==> src/pkg/tcd_pkg.sv <==
// What this block does
// - two channels steal bus cycles, priority over the processor
// - request comes from software trigger or selected interrupt, ignoring cpu masks
// - transfers never touch any interrupt source or pending state
// - enabled channel starts one unit per request
// - requests arriving before service merge into one pending request
// - any-to-fixed, fixed-to-any, fixed-to-fixed; own register region 0x20-0x3F unreachable
// - 8 or 16 bit units, 16-bit unit counter
// - selectable sources: ext pin edges, peripheral irqs, software trigger
// - channel zero wins over channel one on simultaneous requests
// - source and destination never both incrementing
// - single mode: underflow clears enable
// - repeat mode: underflow reloads counter, channel stays active
// - completion interrupt pulses on counter underflow
// - enable written zero stops new transfers
// - first transfer after activation loads forward pointer and counter
// - forward pointer always writable, fixed pointer only while disabled
// - after the first transfer of an enabled channel, forward pointer register reads the live forward pointer
// - writing one to enable of active channel restarts it
// - request bit sets always, clears at start, software writes only zero
// - bus returns to processor between channel zero and channel one transfers
// - odd-address 16-bit unit takes two reads at an odd source and two writes at an odd destination
package tcd_pkg;
	localparam int         ADDR_W    = 20;
	localparam logic [7:0] OFS_SRC   = 8'h00;
	localparam logic [7:0] OFS_DST   = 8'h04;
	localparam logic [7:0] OFS_RLD   = 8'h08;
	localparam logic [7:0] OFS_CTL   = 8'h0C;
	localparam logic [7:0] OFS_CNT   = 8'h10;
	localparam logic [7:0] CH_STRIDE = 8'h20;
	localparam int         B_EN      = 0;
	localparam int         B_REQ     = 1;
	localparam int         B_U8      = 2;
	localparam int         B_RPT     = 3;
	localparam int         B_SFW     = 4;
	localparam int         B_DFW     = 5;
	localparam int         B_SWT     = 6;
	localparam int         B_SEL     = 8;
	localparam int         SEL_W     = 5;
	localparam logic [19:0] PROT_LO  = 20'h0_0020;
	localparam logic [19:0] PROT_HI  = 20'h0_003F;
	localparam logic [4:0] SEL_SW    = 5'h00;
	localparam logic [4:0] SEL_FALL  = 5'h01;
	localparam logic [4:0] SEL_BOTH  = 5'h02;
	localparam logic [4:0] SEL_IRQ0  = 5'h03;
	localparam logic       RST_PIN   = 1'b1;
	typedef enum logic [2:0] {X_IDLE, X_WAIT, X_RD, X_CAP, X_WR, X_GAP} tcd_xst_t;
endpackage : tcd_pkg

==> src/pkg/tcd_xfer_if.sv <==
`timescale 1ns/1ps
// one-unit transfer order from the register side to the bus engine
interface tcd_xfer_if import tcd_pkg::*; ();
	logic              start;
	logic              ch;
	logic              u16;
	logic [ADDR_W-1:0] src;
	logic [ADDR_W-1:0] dst;
	logic              busy;
	logic              done;
	logic              done_ch;
	modport ctl (output start, ch, u16, src, dst, input busy, done, done_ch);
	modport eng (input start, ch, u16, src, dst, output busy, done, done_ch);
endinterface : tcd_xfer_if

==> src/rtl/tcd_reqsel.sv <==
`timescale 1ns/1ps
module tcd_reqsel import tcd_pkg::*; #(
	parameter int NUM_IRQ = 20
) (
	input  wire logic               i_mclk,
	input  wire logic               i_srst,
	input  wire logic [SEL_W-1:0]   i_sel,
	input  wire logic               i_pin,
	input  wire logic               i_sw,
	input  wire logic [NUM_IRQ-1:0] i_irq,
	output logic                    o_req
);
	typedef struct packed {
		logic pin_d;
	} tcd_rs_st_t;
	localparam logic [5:0] NIRQ = 6'(NUM_IRQ);
	tcd_rs_st_t r, n;
	logic [4:0] idx;

	if (NUM_IRQ < 1 || NUM_IRQ > 29) begin : g_chk
		$error("NUM_IRQ must be 1 to 29");
	end

	// previous pin level for edge detection
	always_comb begin
		n = r;
		n.pin_d = i_pin;
	end

	always_ff @(posedge i_mclk) begin
		if (i_srst) begin
			r <= '0;
			r.pin_d <= RST_PIN;
		end else begin
			r <= n;
		end
	end

	// source select; interrupt lines are only observed, never acknowledged
	assign idx = i_sel - SEL_IRQ0;
	always_comb begin
		case (i_sel)
			SEL_SW:   o_req = i_sw;
			SEL_FALL: o_req = r.pin_d & ~i_pin;
			SEL_BOTH: o_req = r.pin_d ^ i_pin;
			default:  o_req = ({1'b0, idx} < NIRQ) ? i_irq[idx] : 1'b0;
		endcase
	end
endmodule : tcd_reqsel

==> src/rtl/tcd_xfer.sv <==
`timescale 1ns/1ps
module tcd_xfer import tcd_pkg::*; (
	input  wire logic              i_mclk,
	input  wire logic              i_srst,
	tcd_xfer_if.eng                x,
	input  wire logic              i_bus_gnt,
	input  wire logic [15:0]       i_bus_rdata,
	output logic                   o_bus_req,
	output logic                   o_bus_rd,
	output logic                   o_bus_wr,
	output logic                   o_bus_byte,
	output logic [ADDR_W-1:0]      o_bus_addr,
	output logic [15:0]            o_bus_wdata
);
	typedef struct packed {
		tcd_xst_t          st;
		logic              ch;
		logic              u16;
		logic              ph;
		logic              req;
		logic              rd;
		logic              wr;
		logic              byt;
		logic              done;
		logic [ADDR_W-1:0] src;
		logic [ADDR_W-1:0] dst;
		logic [ADDR_W-1:0] addr;
		logic [15:0]       dat;
		logic [15:0]       wd;
	} tcd_xf_st_t;
	tcd_xf_st_t r, n;

	// the block's own register window never gets a bus strobe; data read from it is taken as zero
	function automatic logic prot(input logic [ADDR_W-1:0] a);
		return (a >= PROT_LO) && (a <= PROT_HI);
	endfunction : prot

	// read-then-write sequencer; grant is assumed to hold while request is high
	always_comb begin
		logic        ss;
		logic        sd;
		logic [15:0] rb;
		logic [15:0] wv;
		ss = r.u16 & r.src[0];
		sd = r.u16 & r.dst[0];
		rb = prot(r.addr) ? 16'h0000 : i_bus_rdata;
		wv = 16'h0000;
		n = r;
		n.rd = 1'b0;
		n.wr = 1'b0;
		n.done = 1'b0;
		case (r.st)
			X_IDLE: if (x.start) begin
				n.ch = x.ch;
				n.u16 = x.u16;
				n.src = x.src;
				n.dst = x.dst;
				n.ph = 1'b0;
				n.req = 1'b1;
				n.st = X_WAIT;
			end
			X_WAIT: if (i_bus_gnt) begin
				n.addr = r.src;
				n.byt = ~r.u16 | r.src[0];
				n.rd = ~prot(r.src);
				n.st = X_RD;
			end
			X_RD: n.st = X_CAP;
			X_CAP: begin
				if (ss && !r.ph) begin
					n.dat[7:0] = rb[7:0];
					n.ph = 1'b1;
					n.addr = r.src + 20'h0_0001;
					n.rd = ~prot(r.src + 20'h0_0001);
					n.st = X_RD;
				end else begin
					if (ss)
						wv = {rb[7:0], r.dat[7:0]};
					else if (r.u16)
						wv = rb;
					else
						wv = {8'h00, rb[7:0]};
					n.dat = wv;
					n.ph = 1'b0;
					n.addr = r.dst;
					n.byt = ~r.u16 | r.dst[0];
					n.wd = sd ? {8'h00, wv[7:0]} : wv;
					n.wr = ~prot(r.dst);
					n.st = X_WR;
				end
			end
			X_WR: begin
				if (sd && !r.ph) begin
					n.ph = 1'b1;
					n.addr = r.dst + 20'h0_0001;
					n.wd = {8'h00, r.dat[15:8]};
					n.wr = ~prot(r.dst + 20'h0_0001);
				end else begin
					n.req = 1'b0;
					n.done = 1'b1;
					n.st = X_GAP;
				end
			end
			// request stays low here so the processor gets its access
			X_GAP: n.st = X_IDLE;
			default: n.st = X_IDLE;
		endcase
	end

	always_ff @(posedge i_mclk) begin
		if (i_srst) begin
			r <= '0;
			r.st <= X_IDLE;
		end else begin
			r <= n;
		end
	end

	assign o_bus_req = r.req;
	assign o_bus_rd = r.rd;
	assign o_bus_wr = r.wr;
	assign o_bus_byte = r.byt;
	assign o_bus_addr = r.addr;
	assign o_bus_wdata = r.wd;
	assign x.busy = (r.st != X_IDLE);
	assign x.done = r.done;
	assign x.done_ch = r.ch;
endmodule : tcd_xfer

==> src/rtl/tcd_top.sv <==
// Design decisions made here: the placing of the registers and strobed register access.
`timescale 1ns/1ps
module tcd_top import tcd_pkg::*; #(
	parameter int NUM_IRQ = 20
) (
	input  wire logic               i_mclk,
	input  wire logic               i_srst,
	input  wire logic [7:0]         i_addr,
	input  wire logic [31:0]        i_wdata,
	input  wire logic               i_wr,
	input  wire logic               i_rd,
	output logic [31:0]             o_rdata,
	input  wire logic               i_ext_irq_pin_a,
	input  wire logic               i_ext_irq_pin_b,
	input  wire logic [NUM_IRQ-1:0] i_irq,
	input  wire logic               i_bus_gnt,
	input  wire logic [15:0]        i_bus_rdata,
	output logic                    o_bus_req,
	output logic                    o_bus_rd,
	output logic                    o_bus_wr,
	output logic                    o_bus_byte,
	output logic [ADDR_W-1:0]       o_bus_addr,
	output logic [15:0]             o_bus_wdata,
	output logic [1:0]              o_done_irq
);
	typedef struct packed {
		logic [1:0][ADDR_W-1:0] src;
		logic [1:0][ADDR_W-1:0] dst;
		logic [1:0][ADDR_W-1:0] fptr;
		logic [1:0][15:0]       rld;
		logic [1:0][15:0]       cnt;
		logic [1:0][SEL_W-1:0]  sel;
		logic [1:0]             en;
		logic [1:0]             fresh;
		logic [1:0]             req;
		logic [1:0]             u8;
		logic [1:0]             rpt;
		logic [1:0]             sfw;
		logic [1:0]             dfw;
		logic [1:0]             irq;
		logic [31:0]            rdata;
	} tcd_top_st_t;
	tcd_top_st_t r, n;
	tcd_xfer_if x ();
	logic [1:0]        rq;
	logic [1:0]        swt;
	logic [1:0]        dfe;
	logic              go0;
	logic              go1;
	logic              c;
	logic [ADDR_W-1:0] ptr;

	// byte address of a channel register
	function automatic logic [7:0] ra(input logic ch, input logic [7:0] ofs);
		return (ch ? CH_STRIDE : 8'h00) + ofs;
	endfunction : ra

	// one request selector per channel, pin a feeds channel zero
	for (genvar g = 0; g < 2; g++) begin : g_ch
		assign swt[g] = i_wr && (i_addr == ra(1'(g), OFS_CTL)) && i_wdata[B_SWT];
		assign dfe[g] = r.dfw[g] & ~r.sfw[g];
		tcd_reqsel #(
			.NUM_IRQ (NUM_IRQ)
		) u_sel (
			.i_mclk  (i_mclk),
			.i_srst  (i_srst),
			.i_sel   (r.sel[g]),
			.i_pin   (g == 0 ? i_ext_irq_pin_a : i_ext_irq_pin_b),
			.i_sw    (swt[g]),
			.i_irq   (i_irq),
			.o_req   (rq[g])
		);
	end

	// fixed priority, one order per idle engine
	assign go0 = r.en[0] & r.req[0];
	assign go1 = r.en[1] & r.req[1];
	assign c = ~go0;
	assign ptr = r.fresh[c] ? (r.sfw[c] ? r.src[c] : r.dst[c]) : r.fptr[c];
	assign x.start = ~x.busy & (go0 | go1);
	assign x.ch = c;
	assign x.u16 = ~r.u8[c];
	assign x.src = r.sfw[c] ? ptr : r.src[c];
	assign x.dst = dfe[c] ? ptr : r.dst[c];

	tcd_xfer u_xfer (
		.i_mclk      (i_mclk),
		.i_srst      (i_srst),
		.x           (x.eng),
		.i_bus_gnt   (i_bus_gnt),
		.i_bus_rdata (i_bus_rdata),
		.o_bus_req   (o_bus_req),
		.o_bus_rd    (o_bus_rd),
		.o_bus_wr    (o_bus_wr),
		.o_bus_byte  (o_bus_byte),
		.o_bus_addr  (o_bus_addr),
		.o_bus_wdata (o_bus_wdata)
	);

	// per channel: completion, start, software writes, request set, read
	always_comb begin
		n = r;
		n.rdata = 32'h0000_0000;
		n.irq = 2'b00;
		for (int i = 0; i < 2; i++) begin
			if (x.done && (x.done_ch == 1'(i))) begin
				n.fptr[i] = r.fptr[i] + (r.u8[i] ? 20'h0_0001 : 20'h0_0002);
				if (r.cnt[i] == 16'h0000) begin
					n.irq[i] = 1'b1;
					if (r.rpt[i])
						n.cnt[i] = r.rld[i];
					else
						n.en[i] = 1'b0;
				end else begin
					n.cnt[i] = r.cnt[i] - 16'h0001;
				end
			end
			if (x.start && (c == 1'(i))) begin
				n.req[i] = 1'b0;
				if (r.fresh[i]) begin
					n.fptr[i] = ptr;
					n.cnt[i] = r.rld[i];
					n.fresh[i] = 1'b0;
				end
			end
			if (i_wr) begin
				// a fixed pointer cannot move under a running channel
				if (i_addr == ra(1'(i), OFS_SRC) && (r.sfw[i] || !r.en[i]))
					n.src[i] = i_wdata[ADDR_W-1:0];
				if (i_addr == ra(1'(i), OFS_DST) && (dfe[i] || !r.en[i]))
					n.dst[i] = i_wdata[ADDR_W-1:0];
				if (i_addr == ra(1'(i), OFS_RLD))
					n.rld[i] = i_wdata[15:0];
				if (i_addr == ra(1'(i), OFS_CTL)) begin
					n.en[i] = i_wdata[B_EN];
					if (i_wdata[B_EN])
						n.fresh[i] = 1'b1;
					if (!i_wdata[B_REQ])
						n.req[i] = 1'b0;
					n.u8[i] = i_wdata[B_U8];
					n.rpt[i] = i_wdata[B_RPT];
					n.sfw[i] = i_wdata[B_SFW];
					n.dfw[i] = i_wdata[B_DFW];
					n.sel[i] = i_wdata[B_SEL +: SEL_W];
				end
			end
			// a new request wins over any clear and merges with a pending one
			if (rq[i])
				n.req[i] = 1'b1;
			if (i_rd) begin
				if (i_addr == ra(1'(i), OFS_SRC))
					n.rdata = {12'h000, (r.en[i] && !r.fresh[i] && r.sfw[i]) ?
						r.fptr[i] : r.src[i]};
				if (i_addr == ra(1'(i), OFS_DST))
					n.rdata = {12'h000, (r.en[i] && !r.fresh[i] && dfe[i]) ?
						r.fptr[i] : r.dst[i]};
				if (i_addr == ra(1'(i), OFS_RLD))
					n.rdata = {16'h0000, r.rld[i]};
				if (i_addr == ra(1'(i), OFS_CNT))
					n.rdata = {16'h0000, r.cnt[i]};
				if (i_addr == ra(1'(i), OFS_CTL))
					n.rdata = {19'h0_0000, r.sel[i], 2'b00, r.dfw[i], r.sfw[i],
						r.rpt[i], r.u8[i], r.req[i], r.en[i]};
			end
		end
	end

	always_ff @(posedge i_mclk) begin
		if (i_srst)
			r <= '0;
		else
			r <= n;
	end

	assign o_rdata = r.rdata;
	assign o_done_irq = r.irq;
endmodule : tcd_top

==> config.mk <==
export PLATFORM = sky130hd
export DESIGN_NAME = tcd_top
export DESIGN_NICKNAME = d
export VERILOG_FILES = /design/src/pkg/tcd_pkg.sv /design/src/pkg/tcd_xfer_if.sv /design/src/rtl/tcd_reqsel.sv /design/src/rtl/tcd_xfer.sv /design/src/rtl/tcd_top.sv
export SDC_FILE = /design/constraint.sdc
export NUM_CORES = 1
export LEC_CHECK = 0
export BUFFER_PORTS_ARGS = -buffer_cell sky130_fd_sc_hd__buf_4
export CAP_MARGIN = 25
export CORE_ASPECT_RATIO = 1.2
export CORE_MARGIN = 3
export CORE_UTILIZATION = 45
export CTS_CLUSTER_DIAMETER = 100
export DETAILED_ROUTE_END_ITERATION = 10
export PLACE_DENSITY = 0.66
export SLEW_MARGIN = 20
export SYNTH_ARGS = -nofsm -noshare
export SYNTH_HDL_FRONTEND = slang
export SYNTH_HIERARCHICAL = 1
export SYNTH_SLANG_ARGS = --single-unit
==> constraint.sdc <==
create_clock -name i_mclk -period 3.18 [get_ports i_mclk]
set_input_delay 0.318 -clock i_mclk [delete_from_list [all_inputs] [get_ports i_mclk]]
set_output_delay 0.318 -clock i_mclk [all_outputs]
set_load 0.05 [all_outputs]
; After elaboration in Yosys (flattened, before gate mapping)
; Index checks and enable logic that the tools add are counted.
[totals]
reg_bits = 347
in_bits = 83
output_inout_bits = 74
[classes]
add_sub_neg = 8
magnitude_cmp = 15
eq_ne = 22
muxes = 121
bitwise_logic = 31
reduce_logical = 65
[op_table]
columns = operator, n
row1 = two-way mux 20 bit, 24
row2 = two-way mux 32 bit, 11
row3 = two-way mux 16 bit, 16
row4 = ">= comparator 20 x 6 -> 1 bit, second input constant", 5
row5 = "less-or-equal comparator 20 x 6 -> 1 bit, second input constant", 5
row6 = case mux 20 bit (3 select lines), 1
row7 = two-way mux 1 bit, 50
row8 = "adder 20 x 1 -> 20 bit, second input constant", 2
row9 = adder 20 x 2 -> 20 bit, 2
row10 = "== test 8 x 6 -> 1 bit, second input constant", 5
row11 = zero test 16 bit, 2
row12 = case mux 16 bit (2 select lines), 1
row13 = "subtractor 16 x 1 -> 16 bit, second input constant", 2
row14 = logical AND 1 bit, 25
row15 = AND reduction 2 bit, 10
row16 = AND reduction 3 bit, 6
row17 = inverter 1 bit, 17
row18 = "== test 8 x 4 -> 1 bit, second input constant", 2
row19 = case mux 3 bit (5 select lines), 1
row20 = "less-than comparator 5 x 6 -> 1 bit, second input constant", 2
row21 = binary-select mux 1 bit (select 5 bit), 2
row22 = "== test 5 x 1 -> 1 bit, second input constant", 2
row23 = "== test 5 x 2 -> 1 bit, second input constant", 2
row24 = zero test 5 bit, 2
row25 = other kinds (26), 65

; Longest topological paths before layout
[depth]
depth_word = 16
depth_mapped = 12

; Modules after synthesis
; The synthesis kept the hierarchy.
[modules_own_cells]
columns = module, instances, cells_each, area_each_um2
row1 = tcd_top, 1, 1942, 14408.8
row2 = tcd_xfer, 1, 781, 5805.6
row3 = tcd_reqsel, 2, 32, 361.6

; Least setup slack after synthesis
; Ideal clock, no wire load.
[synth_timing]
kind = reg2reg
startpoint = reg r[74] (netlist name)
endpoint = reg r[86] (netlist name)
t_arrival_ns = 2.107
required_time_ns = 3.106
setup_slack_ns = 0.999
path_stages_with_launch = 9
n_path_buf = 1
path_cell_list = dfxtp_1 > clkbuf_1 > inv_1 > ha_1 > nor3b_1 > nand2_1 > or4_1 > or4_1 > a31oi_1

; Worst setup path in the final report
[layout_timing]
startpoint = reg u_xfer/r[52] in the netlist's numbering
endpoint = reg u_xfer.r, in the netlist u_xfer/o_bus_addr[6]
[layout_between]
elab_chain_cells = 4
[layout_rtl]
columns = item, line_no
row1 = start: declaration, tcd_xfer.sv:31  ; tcd_xf_st_t r, n;
row2 = start signal: assignment, tcd_xfer.sv:115  ; r <= n;
row3 = branches (longest 4 deep; another with adder 20 x 1 -> 20 bit), --
; Several ways; the timed one is not identified. The select of a mux whose other input is x is not followed.
; A chain may end at the register's enable or synchronous reset.

==> metrics.csv <==
stage,metric,value,unit
timing,hold_viol,0,
synth,synth-edff-count,0,
pwr,power_density,404,nW/um2
global_routing,overflow,0,
die,io_pins,157,
setup_path,worst_setup_path_end_kind,flop,
synth,synthArstFlopShare,0,%
global_routing,grtUsageTotal,31.0,%
setup_path,crit_path_frequent_cell,nor2_1,
pwr,ir_worst_vdd,341,uV
flow_run,maxCapViolations,0,
placement,hpwlAfterDp,57900,um
placement,dp_slack,0.415,ns
synth,synth_area,20900,um2
timing,fmax,358,MHz
synth,synth-seq-cells,335,
timing,rsz0062_at_grt,no,
die,die_h,242,um
synth,syn-instance-count,2787,
synth,synth_top_cells_by_count,"nand2_1 (542), dfxtp_1 (335), a21oi_1 (282)",
die,core,45400,um2
timing,fin_tns_setup,0,ns
final_layout,fillCellCount,4412,
placement,place_area,22000,um2
die,dieArea,49200,um2
synth,seq_area_frac_synth,32.0,%
routing,wl,79000,um
setup_path,worstPathRequired,3.62,ns
die,dieWidth,203,um
setup_path,cp_top_family,compound AO/OA/AOI/OAI gates,
global_routing,grt_max_degree,122,
routing,drc,0,
clocking,postCtsSetupBuffers,0,
timing,slew_viol_final,0,
timing,worst_slack,0.387,ns
routing,drt_pass1_iterations,7,
synth,synth_top_area_share,32.0,%
routing,vias_per_cell,6.23,
final_layout,finish.utilization,51.7,%
clocking,h-tree-depth,2,
clocking,path_clk_slew,0.06,ns
pwr,total_power,9.47,mW
timing,tightest_slew,1.01,ns
final_layout,drive_gt1_share,13.3,%
clocking,cts_resized,0,
global_routing,grt_pass1_wl,121000,um
clocking,tritoncts,done,
routing,detail-route-antenna-nets,0,
placement,place.gp.congestion,0.989,
final_layout,final_nets,2876,
clocking,clk_latency,0.58,ns
die,row_count,85,
setup_path,critPathSlowestCell,a2111oi_0,
global_routing,antenna_found_initial,1,
synth,synthTopCellsByArea,"dfxtp_1 (32%), nand2_1 (9.7%), a21oi_1 (6.7%)",
synth,synth.most_common_cell,nand2_1,
outcome,run_status,"complete, no violations",
routing,drt_iter0_markers,2062,
setup_path,max_stage_delay,0.91,ns
clocking,root_buffer,clkbuf_16,
final_layout,antennaDiodeCount,0,
clocking,cts.sinks,335,
routing,wl_per_cell,23.2,um
routing,num_vias,21300,
timing,fin_skew,0.0378,ns
timing,finalSetupViolCount,0,
setup_path,cp_num_buf_inv,0,
timing,fin_crit,2.79,ns
setup_path,crit_fanout,7,
global_routing,grt_pass1_vias,20000,
synth,synth_flop_cell,dfxtp_1,
pwr,p_leak,8.36,nW
clocking,clock_path_buffers,3,
final_layout,fin_area,23500,um2
hold_path,hold_class,input port to flop,
synth,synth.avg_cell_area,7.51,um2
setup_path,cp.arrival,3.23,ns
setup_path,startpoint_type,flop,
die,start_util,46.1,%
synth,yosysWarningCount,6,
setup_path,crit_type,flop to flop,
placement,port_buffers,132,
synth,synth_top_area_cell,dfxtp_1,
synth,ys_types,93,
timing,period_share,87.8,%
final_layout,syn_to_final_growth,12.1,%
clocking,cts_made_buffers,39,
setup_path,crit_path_cell_trace,"ha_1, nand3_1, nor2_1, o21ai_0, a2111oi_0, a2bb2oi_1, nor2_1",
timing,slew-limit-headroom,31.1,%
worst reg2reg max path: stages (launching register included):
cell       delay, ns
dfxtp_1         0.56
ha_1            0.26
nand3_1         0.24
nor2_1          0.26
o21ai_0         0.12
a2111oi_0       0.91
a2bb2oi_1       0.26
nor2_1          0.05
registers in the layout (all words and copies together), names as in the netlist:
name,flops
r,208
u_xfer/r,61
o_rdata,20
u_xfer/o_bus_addr,20
u_xfer/o_bus_wdata,16
g_ch.u_sel/r,2
o_done_irq,2
u_xfer/o_bus_byte,1
u_xfer/o_bus_rd,1
u_xfer/o_bus_req,1
u_xfer/o_bus_wr,1
u_xfer/x.done,1
u_xfer/x.done_ch,1
kinds of logic (layout without fill, tap and decap cells):
kind of cell	after synthesis	count (layout)	share of synthesized area (%)
compound gates	699	699	21.4
xor+xnor	70	70	2.93
fa+ha+maj	24	24	1.51
buf+inv	355	357	8.31
flops	335	335	32.0
mux	165	165	8.92
other cells	1	12	0.0179
simple gates	1138	1138	24.9
final timing paths:
check	to	slack (ns)	start	depth (start not counted)
worst max-delay path	u_xfer/o_bus_addr[6]	0.39	u_xfer/r[52]	7
worst min-delay path	r[219]	0.03	i_wdata[17]	3
worst max register to register	u_xfer/o_bus_addr[6]	0.39	u_xfer/r[52]	7
worst min register to register	u_xfer/o_bus_wdata[1]	0.46	u_xfer/o_bus_wdata[1]	2
area by class of cell:
cell class	count	area [um2]	area share [%]
multi-input cells	2108	12600	53.6
flip-flops and latches	335	6710	28.6
repair buffers	245	1900	8.08
clock buffers	54	1130	4.84
well taps	609	762	3.25
clock inverters	18	245	1.05
inverters	40	150	0.640
metrics by stage:
stage / hold WS [ns] / cells
2_1_floorplan: 0.422 / 2798
3_3_place_gp: 0.445 / 3332
3_5_place_dp: 0.452 / 3332
4_1_cts: 0.00635 / 3409
5_1_grt: 0.0361 / 3409
6_report: 0.0291 / 3409
power by group:
| group | leakage, nW | internal, mW | switching [mW] |
|---|---|---|---|
| combinational | 4.99 | 0.127 | 0.276 |
| sequential | 2.70 | 4.20 | 0.00389 |
| clock | 0.673 | 2.92 | 1.94 |
metal layers:
layer,routed length [um],up-vias,global-route usage (%)
li1,-,9815,-
met1,30100,10100,38.2
met2,36600,1126,51.0
met3,6990,244,5.04
met4,5240,2,18.0
met5,15,-,0
placed cells by master, fill, tap and decap left out, types with 10 or more instances in the layout:
cell type,n
a211oi_1,63
a21oi_1,282
a221oi_1,35
a22oi_1,33
a311oi_1,14
a31oi_1,38
and2_1,17
and3_1,45
buf_4,236
clkbuf_16,41
conb_1,12
dfxtp_1,335
ha_1,22
inv_1,39
mux2_2,21
mux2i_1,129
mux4_1,10
nand2_1,542
nand2b_1,10
nand3_1,76
nand3b_1,15
nand4_1,27
nor2_1,247
nor3_1,47
nor4_1,23
o211ai_1,38
o21ai_0,79
o21ai_1,11
o22ai_1,19
o32ai_1,12
or3_1,14
or4_1,15
xnor2_1,35
xor2_1,35
timing repair:
item / 4_1_cts / 5_1_grt
setup endpoints to repair: 0 / 0
hold buffers: 5 / 0
endpoints found under the hold margin: 8 / 0
(Power assumes the default switching activity.)
